**src/drs_regs.svh**
```systemverilog
`ifndef DRS_REGS_SVH
`define DRS_REGS_SVH

// ---------------------------------------------------------------------------
// Register offsets
// ---------------------------------------------------------------------------
`define DRS_CTRL_OFS      8'h00
`define DRS_STATUS_OFS    8'h04

// ---------------------------------------------------------------------------
// Control register fields
// ---------------------------------------------------------------------------
`define DRS_CTRL_ON_BIT   7
`define DRS_CTRL_RUN_BIT  6

// ---------------------------------------------------------------------------
// Status register fields and reset values
// ---------------------------------------------------------------------------
`define DRS_ST_A_BIT      7
`define DRS_ST_B_BIT      6
`define DRS_ST_RUN_BIT    5
`define DRS_ST_CNT_MSB    3
`define DRS_CNT_MAX       4'h8
`define DRS_CNT_RST       4'h0

// ---------------------------------------------------------------------------
// Bus responses
// ---------------------------------------------------------------------------
`define DRS_RESP_OKAY     2'b00
`define DRS_RESP_SLVERR   2'b10

`endif

```
**src/drs_pkg.sv**
```systemverilog
`default_nettype none

package drs_pkg;

  // Events from comparators, trigger logic and trace FIFO
  typedef struct packed {
    logic match_a;
    logic match_b;
    logic trigger_event;
    logic fifo_full;
    logic word_stored;
  } drs_events_t;

  // Trace mode as set by the trigger register
  typedef struct packed {
    logic trace_begin_sel;
    logic event_only_mode;
  } drs_mode_t;

  // Whole state of the block
  typedef struct packed {
    logic        debugger_on;
    logic        run_active_flag;
    logic        match_a_flag;
    logic        match_b_flag;
    logic [3:0]  fifo_valid_words;
    logic        aw_held;
    logic [7:0]  aw_addr;
    logic        w_held;
    logic [31:0] wdata;
    logic [3:0]  wstrb;
    logic        bvalid;
    logic [1:0]  bresp;
    logic        rvalid;
    logic [31:0] rdata;
    logic [1:0]  rresp;
  } drs_state_t;

endpackage : drs_pkg

`default_nettype wire

```
**src/drs_top.sv**
```systemverilog
// Functional notes
// - Status register is read-only; writes leave every status field unchanged.
// - Match A flag, bit 7, clears at run start, sets on A match during a run.
// - Match B flag, bit 6, clears at run start, sets on B match during a run.
// - Bit 5 mirrors the run-request bit while debugger_on is 1.
// - Run flag sets on writing run-request 1 together with debugger_on 1; clears at run end.
// - Begin run ends on FIFO full; end run ends on trigger event.
// - Writing 0 to run-request or debugger_on ends the run at once.
// - Count, bits 3:0, clears at start; holds valid words 0 to 8 at end.
// - Count never decrements when FIFO words are read out.
// - In event-only modes every run is treated as a begin trace.
//
// Chosen here: the placing of the registers and the AXI4-Lite register port.
`timescale 1ns/100ps
`default_nettype none
`include "drs_regs.svh"

module drs_top
(
  input  wire logic                 aclk,
  input  wire logic                 aresetn,
  input  wire logic [7:0]           s_axi_awaddr,
  input  wire logic                 s_axi_awvalid,
  output logic                      s_axi_awready,
  input  wire logic [31:0]          s_axi_wdata,
  input  wire logic [3:0]           s_axi_wstrb,
  input  wire logic                 s_axi_wvalid,
  output logic                      s_axi_wready,
  output logic [1:0]                s_axi_bresp,
  output logic                      s_axi_bvalid,
  input  wire logic                 s_axi_bready,
  input  wire logic [7:0]           s_axi_araddr,
  input  wire logic                 s_axi_arvalid,
  output logic                      s_axi_arready,
  output logic [31:0]               s_axi_rdata,
  output logic [1:0]                s_axi_rresp,
  output logic                      s_axi_rvalid,
  input  wire logic                 s_axi_rready,
  input  wire drs_pkg::drs_events_t dbg_events,
  input  wire drs_pkg::drs_mode_t   dbg_mode,
  output logic                      debugger_on,
  output logic                      run_active_flag
);

  // -------------------------------------------------------------------------
  // State
  // -------------------------------------------------------------------------
  drs_pkg::drs_state_t s_q;
  drs_pkg::drs_state_t s_d;

  // -------------------------------------------------------------------------
  // Helpers
  // -------------------------------------------------------------------------

  // Word offset match within the register window
  function automatic logic addr_is(input logic [7:0] a, input logic [7:0] ofs);
    addr_is = (a[7:2] == ofs[7:2]);
  endfunction : addr_is

  // Status word image
  function automatic logic [7:0] status_image(input drs_pkg::drs_state_t s);
    logic [7:0] v;
    v                             = 8'h00;  // Bit 4 stays 0
    v[`DRS_ST_A_BIT]              = s.match_a_flag;
    v[`DRS_ST_B_BIT]              = s.match_b_flag;
    v[`DRS_ST_RUN_BIT]            = s.debugger_on & s.run_active_flag;
    v[`DRS_ST_CNT_MSB:0]          = s.fifo_valid_words;
    status_image                  = v;
  endfunction : status_image

  // Control word image
  function automatic logic [7:0] ctrl_image(input drs_pkg::drs_state_t s);
    logic [7:0] v;
    v                             = 8'h00;
    v[`DRS_CTRL_ON_BIT]           = s.debugger_on;
    v[`DRS_CTRL_RUN_BIT]          = s.run_active_flag;
    ctrl_image                    = v;
  endfunction : ctrl_image

  // -------------------------------------------------------------------------
  // Decoded strobes
  // -------------------------------------------------------------------------
  logic aw_take;
  logic w_take;
  logic ar_take;
  logic wr_fire;
  logic ctrl_wr;
  logic new_on;
  logic new_run;
  logic run_start;
  logic run_abort;
  logic begin_trace;
  logic run_done;

  // Channel readiness
  assign s_axi_awready = ~s_q.aw_held & ~s_q.bvalid;
  assign s_axi_wready  = ~s_q.w_held & ~s_q.bvalid;
  assign s_axi_arready = ~s_q.rvalid;
  assign aw_take       = s_axi_awvalid & s_axi_awready;
  assign w_take        = s_axi_wvalid & s_axi_wready;
  assign ar_take       = s_axi_arvalid & s_axi_arready;

  // Write fires once address and data are both held
  assign wr_fire   = s_q.aw_held & s_q.w_held & ~s_q.bvalid;
  assign ctrl_wr   = wr_fire & addr_is(s_q.aw_addr, `DRS_CTRL_OFS) & s_q.wstrb[0];
  assign new_on    = s_q.wdata[`DRS_CTRL_ON_BIT];
  assign new_run   = s_q.wdata[`DRS_CTRL_RUN_BIT];

  // Run start and manual abort
  assign run_start = ctrl_wr & new_on & new_run;
  assign run_abort = ctrl_wr & s_q.run_active_flag & ~(new_on & new_run);

  // Completion condition by trace type
  assign begin_trace = dbg_mode.trace_begin_sel | dbg_mode.event_only_mode;
  assign run_done    = s_q.run_active_flag &
                       (begin_trace ? dbg_events.fifo_full
                                    : dbg_events.trigger_event);

  // -------------------------------------------------------------------------
  // Next-state logic
  // -------------------------------------------------------------------------
  always_comb
  begin
    s_d = s_q;

    // Capture write address and data in either order
    if (aw_take)
    begin
      s_d.aw_held = 1'b1;
      s_d.aw_addr = s_axi_awaddr;
    end
    if (w_take)
    begin
      s_d.w_held = 1'b1;
      s_d.wdata  = s_axi_wdata;
      s_d.wstrb  = s_axi_wstrb;
    end

    // Perform the write and raise the response
    if (wr_fire)
    begin
      s_d.aw_held = 1'b0;
      s_d.w_held  = 1'b0;
      s_d.bvalid  = 1'b1;
      if (addr_is(s_q.aw_addr, `DRS_CTRL_OFS) ||
          addr_is(s_q.aw_addr, `DRS_STATUS_OFS))
      begin
        s_d.bresp = `DRS_RESP_OKAY;  // Status write accepted, no effect
      end
      else
      begin
        s_d.bresp = `DRS_RESP_SLVERR;
      end
    end
    if (s_q.bvalid && s_axi_bready)
    begin
      s_d.bvalid = 1'b0;
    end

    // Control register update
    if (ctrl_wr)
    begin
      s_d.debugger_on = new_on;
    end

    // Run flag: completion or abort clears it, a start sets it
    if (run_done || run_abort)
    begin
      s_d.run_active_flag = 1'b0;
    end
    if (run_start)
    begin
      s_d.run_active_flag = 1'b1;
    end

    // Match flags clear at start, set on a match while armed
    if (run_start)
    begin
      s_d.match_a_flag = 1'b0;
      s_d.match_b_flag = 1'b0;
    end
    if (s_q.run_active_flag && dbg_events.match_a)
    begin
      s_d.match_a_flag = 1'b1;  // Set wins over clear
    end
    if (s_q.run_active_flag && dbg_events.match_b)
    begin
      s_d.match_b_flag = 1'b1;  // Set wins over clear
    end

    // Valid-word count: counts stores during a run, frozen after
    if (run_start)
    begin
      s_d.fifo_valid_words = `DRS_CNT_RST;
    end
    else if (s_q.run_active_flag && dbg_events.word_stored &&
             s_q.fifo_valid_words != `DRS_CNT_MAX)
    begin
      s_d.fifo_valid_words = s_q.fifo_valid_words + 4'h1;  // Never decrements
    end

    // Read channel
    if (ar_take)
    begin
      s_d.rvalid = 1'b1;
      s_d.rresp  = `DRS_RESP_OKAY;
      s_d.rdata  = 32'h0000_0000;
      if (addr_is(s_axi_araddr, `DRS_STATUS_OFS))
      begin
        s_d.rdata[7:0] = status_image(s_q);
      end
      else if (addr_is(s_axi_araddr, `DRS_CTRL_OFS))
      begin
        s_d.rdata[7:0] = ctrl_image(s_q);
      end
      else
      begin
        s_d.rresp = `DRS_RESP_SLVERR;
      end
    end
    else if (s_q.rvalid && s_axi_rready)
    begin
      s_d.rvalid = 1'b0;
    end
  end

  // -------------------------------------------------------------------------
  // State register
  // -------------------------------------------------------------------------
  always_ff @(posedge aclk)
  begin
    if (!aresetn)
    begin
      s_q <= '0;
    end
    else
    begin
      s_q <= s_d;
    end
  end

  // -------------------------------------------------------------------------
  // Outputs
  // -------------------------------------------------------------------------
  assign s_axi_bvalid    = s_q.bvalid;
  assign s_axi_bresp     = s_q.bresp;
  assign s_axi_rvalid    = s_q.rvalid;
  assign s_axi_rdata     = s_q.rdata;
  assign s_axi_rresp     = s_q.rresp;
  assign debugger_on     = s_q.debugger_on;
  assign run_active_flag = s_q.run_active_flag;

endmodule : drs_top

`default_nettype wire

```
**config.mk**
```make
export PLATFORM = sky130hd
export DESIGN_NAME = drs_top
export DESIGN_NICKNAME = d
export VERILOG_FILES = /design/src/drs_pkg.sv /design/src/drs_top.sv
export VERILOG_INCLUDE_DIRS = /design/src
export SDC_FILE = /design/constraint.sdc
export NUM_CORES = 1
export LEC_CHECK = 0
export BUFFER_PORTS_ARGS = -buffer_cell sky130_fd_sc_hd__buf_2
export CAP_MARGIN = 20
export CELL_PAD_IN_SITES_DETAIL_PLACEMENT = 2
export CELL_PAD_IN_SITES_GLOBAL_PLACEMENT = 2
export CORE_UTILIZATION = 21
export DETAILED_ROUTE_END_ITERATION = 6
export PLACE_DENSITY_LB_ADDON = 0.1
export SYNTH_ARGS = -nofsm -noshare
export SYNTH_HDL_FRONTEND = slang
export SYNTH_SLANG_ARGS = --single-unit
```
**constraint.sdc**
```tcl
create_clock -name aclk -period 2.35 [get_ports aclk]
set_input_delay 0.705 -clock aclk [delete_from_list [all_inputs] [get_ports aclk]]
set_output_delay 0.705 -clock aclk [all_outputs]
set_load 0.005 [all_outputs]
```
# Word level (Yosys, flattened, before mapping)
# Index checks and enable logic that the tools add are counted.
dict set report word_totals {
  regBits 41
  latch_bits 0
  ram_bits 0
  rom_bits 0
  input_bits 66
  output_inout_bits 43
  memories 0
}
dict set report classes {
  addsub 1
  mul 0
  n_div 0
  magnitude_cmp 0
  n_eq_ne 3
  shifts 0
  n_mux 13
  bitwise_logic 23
  n_reduce_logical 17
}
# op count
set op_table {}
lappend op_table {{$and 1x1->1} 16}
lappend op_table {{$mux 8} 2}
lappend op_table {{$eq 6x1->1 const B} 2}
lappend op_table {{$logic_not 6->1} 2}
lappend op_table {{$mux 2} 4}
lappend op_table {{$reduce_bool 2->1} 4}
lappend op_table {{$mux 1} 7}
lappend op_table {{$logic_and 1x1->1} 6}
lappend op_table {{$not 1->1} 6}
lappend op_table {{$reduce_or 2->1} 3}
lappend op_table {{$add 4x1->4 const B} 1}
lappend op_table {{$ne 4x4->1 const B} 1}
lappend op_table {{$logic_or 1x1->1} 2}
lappend op_table {{$or 1x1->1} 1}

# Longest topological paths before layout
dict set report depth {
  ltp_word 9
  depth_mapped 5
  depth_no_buf 5
}

# Worst setup path after synthesis
# No wires, ideal clock.
dict set report synth_timing {
  path_kind {input to register}
  startpoint {input s_axi_araddr[5]}
  endpoint {register s_q (netlist bit s_axi_rdata[7])}
  setup_time_ns 0.071
  arrival_ns 1.879
  required_ns 2.279
  slack_ns 0.400
  stages 3
  n_path_buf 0
  cell_sequence {or4_1 or4_1 a21oi_1}
}
dict set report synth_via {
  elab_chain_cells 3
  elab_cells_between_ends 4
  cone_classes {1 x eq/ne; 2 x mux; 1 x reduce/logical}
}
# item line
set synth_rtl {}
lappend synth_rtl {{from (decl)} drs_top.sv:32} ;# input wire logic [7:0] s_axi_araddr,
lappend synth_rtl {{$logic_not 6->1} drs_top.sv:57} ;# addr_is = (a[7:2] == ofs[7:2]);
lappend synth_rtl {{$mux 8} drs_top.sv:212} ;# else if (addr_is(s_axi_araddr, `DRS_CTRL_OFS))
lappend synth_rtl {{$mux 8 *} drs_top.sv:208} ;# if (addr_is(s_axi_araddr, `DRS_STATUS_OFS))
lappend synth_rtl {{to (signal assigned)} drs_top.sv:234} ;# s_q <= '0;
lappend synth_rtl {{to (signal assigned)} drs_top.sv:238} ;# s_q <= s_d;
lappend synth_rtl {{to (decl)} drs_top.sv:48} ;# drs_pkg::drs_state_t s_q;
# Mark *: on every way between the ends. The rest lies on a longest branch, timed or not.
# A chain may end at the register's enable or synchronous reset.

# Worst setup path in the final report
dict set report layout_timing {
  startpoint {register s_q[84] (netlist name)}
  endpoint {register s_q[86] (netlist name)}
}
dict set report layout_via {
  elab_chain_cells 2
  elab_cells_between_ends 3
  cone_classes {1 x add/sub; 1 x eq/ne; 1 x reduce/logical}
}
# item
set layout_rtl {}
lappend layout_rtl {{branches (longest 2 deep; another with $add 4x1->4)}}
# Parallel ways; which one is timed is not known.

==> flow_metrics.py <==
metrics = {
    "layout": {
        "final_area_um2": 1810,
        "fin_nets": 276,
        "multi_input_area_um2": 722,
        "layout_common_cells": "44 x buf_2, 30 x dfxtp_1, 27 x conb_1",
        "synthToLayoutAreaGrowth_pct": 18.5,
        "seq_area_um2": 601,
        "drive_gt1_share_pct": 29.7,
        "antenna_cells_inserted": 0,
        "fillers": 837,
        "final_common_cell": "buf_2",
    },
    "critical_path": {
        "crit_path_end_kind": "register",
        "cp-start-kind": "register",
        "crit_required_ns": 2.53,
        "worstSetupPathType": "register to register",
        "r2r_setup_slack_ns": 0.47,
        "reg2reg_from": "s_q[84]$_SDFFE_PP0P_",
        "timing.rr.end": "s_q[86]$_SDFFE_PP0P_",
        "cp-startpoint": "s_q[84]$_SDFFE_PP0P_",
        "r2r_cells": 5,
        "arrival_ns": 2.06,
        "crit_path_max_fanout": 6,
    },
    "routing": {
        "drtIter0Drc": 26,
        "routedWlPerCell_um": 12.8,
        "antenna_left": 0,
        "drt-vias-per-instance": 4.05,
        "drtPass1Iterations": 2,
        "vias": 1234,
        "route.detailed.drc": 0,
        "wl_mm": 3.90,
    },
    "cts": {
        "htreeDepth": 2,
        "clockRootBuffer": "clkbuf_8",
        "cts_buffers": 5,
        "clk_pin_slew_ns": 0.07,
        "cts_buffer_depth": 2,
        "holdBufCountCts": 0,
        "postCtsSetupBuffers": 0,
        "cts_tree": "yes",
        "cts_resized": 0,
        "cts_sinks": 30,
        "clkLatencyLatePin_ns": 0.28,
    },
    "yosys": {
        "synth-seq-area-share_pct": 39.4,
        "synthFlopType": "dfxtp_1",
        "synth_cell_types": 30,
        "synth-edff-count": 0,
        "syn_avg_cell_area_um2": 9.19,
        "syn_area_um2": 1530,
        "yosysWarnings": 0,
        "synthCells": 166,
        "synthArstFlopShare_pct": 0,
        "ys_seq_elements": 30,
    },
    "floorplan": {
        "rows": 30,
        "fp.dieW_um": 87.2,
        "die_area_um2": 7610,
        "ioPinCount": 109,
        "die_h_um": 87.2,
        "core_area_um2": 6910,
        "initial_core_util_pct": 22.1,
    },
    "power_and_ir_drop": {
        "ir_drop_mv": 0.250,
        "p_leak_nw": 0.798,
        "p_per_area_nw_per_um2": 609,
    },
    "timing": {
        "clock_skew_ns": 0.00453,
        "final.setup.tns_ns": 0,
        "whs_ns": 0.456,
        "grt_setup_unrepaired": "false",
        "period_minus_slack_ns": 1.88,
        "report.final.setup_viol": 0,
        "max_clock_freq_mhz": 531,
        "post-route-period-util_pct": 80.2,
        "slew_viol_final": 0,
        "finalHoldViolCount": 0,
    },
    "global_routing": {
        "grt_pass1_wl_mm": 6.10,
        "antenna_found_initial": 0,
        "first_global_vias": 1259,
        "grt_overflow_total": 0,
        "grt_max_degree": 22,
        "grt_util_all_layers_pct": 10.6,
    },
    "hold_path": {
        "worst_hold_path_type": "register to register",
        "holdPathEnd": "s_axi_rdata[6]$_SDFFE_PN0P_",
        "hold_depth": 2,
        "worstHoldStart": "s_axi_rdata[6]$_SDFFE_PN0P_",
    },
    "place": {
        "hpwl_mm": 3.12,
        "io_buffer_count": 44,
        "place_area_um2": 1720,
        "place_congestion": 0.685,
    },
    "flow_run": {
        "drv_cap": 0,
    },
    "run_status": {
        "status": "finished, final reports clean",
    },
}
## synth_stat cells (3+ instances only)
library cell	number	area share, %
clkbuf_1	4	0.98
nand2b_1	6	2.5
nor3_1	4	1.3
buf_4	36	18
a211oi_1	4	2.0
nand2_1	9	2.2
nor2_1	14	3.4
o21ai_0	3	0.98
mux2i_1	13	8.5
or4_1	3	1.5
a21oi_1	8	2.6
a22o_1	4	2.3
dfxtp_1	30	39
inv_1	4	0.98
## power breakdown
| group | switching (mW) | internal, mW |
|---|---|---|
| logic | 0.0680 | 0.0584 |
| registers | 0.0157 | 0.527 |
| clock network | 0.195 | 0.236 |
## registers in the layout, indices dropped and copies added, names as in the netlist
name,cells
debugger_on,1
s_axi_rresp,1
s_axi_rdata,7
s_axi_bresp,1
new_on,1
new_run,1
s_axi_rvalid,1
s_axi_bvalid,1
s_q,15
run_active_flag,1
## critical path: stages (launching register included)
cell and delay (ns):
dfxtp_1 0.43, inv_1 0.08, ha_1 0.19, and3b_1 0.20
or4b_2 0.64, a211oi_1 0.25
## logic make-up (layout without fill, tap and decap cells)
kind of cell | count (synthesis) | in the layout | share of synthesized area (%)
compound gates | 23 | 23 | 10.3
fa+ha+maj | 2 | 2 | 1.64
buf+inv | 44 | 61 | 19.7
flops | 30 | 30 | 39.4
mux | 13 | 13 | 8.53
other cells | 1 | 27 | 0.246
simple gates | 53 | 53 | 20.2
## worst max path at each step
stage,endpoint,slack [ns],cells past startpoint
after floorplan,s_axi_rdata[7]$_SDFFE_PN0P_,0.40,3
after global routing,s_q[86]$_SDFFE_PP0P_,0.37,5
final,s_q[86]$_SDFFE_PP0P_,0.47,5
after CTS,s_q[86]$_SDFFE_PP0P_,0.42,5
after detailed placement,s_axi_rdata[7]$_SDFFE_PN0P_,0.21,4
after global placement,s_axi_rdata[6]$_SDFFE_PN0P_,0.25,4
## routing by layer
metal  vias to the layer above  track usage (%)  routed length [um]
met5                         -                0                   0
met2                        40             19.8                2000
met1                       591             10.8                1560
li1                        596                -                   -
met4                         0             4.17                  85
met3                         7             3.60                 263
## final cells by class
class / count / area share (%)
inverters: 4 / 0.831
well taps: 96 / 6.65
repair buffers: 49 / 14.3
multi-input cells: 118 / 40.0
clock inverters: 1 / 0.277
flip-flops and latches: 30 / 33.2
clock buffers: 7 / 4.78
## through the flow
stage | utilization, % | power [mW] | setup WS (ns) | cells
after floorplan | - | 0.659 | 0.400 | 192
after global placement | 24.8 | 0.675 | 0.253 | 297
final | 26.2 | 1.10 | 0.465 | 305
after detailed placement | 24.8 | 0.683 | 0.213 | 297
after CTS | 26.2 | 1.12 | 0.416 | 305
after global routing | 26.2 | 1.16 | 0.365 | 305
(Power assumes the default switching activity.)
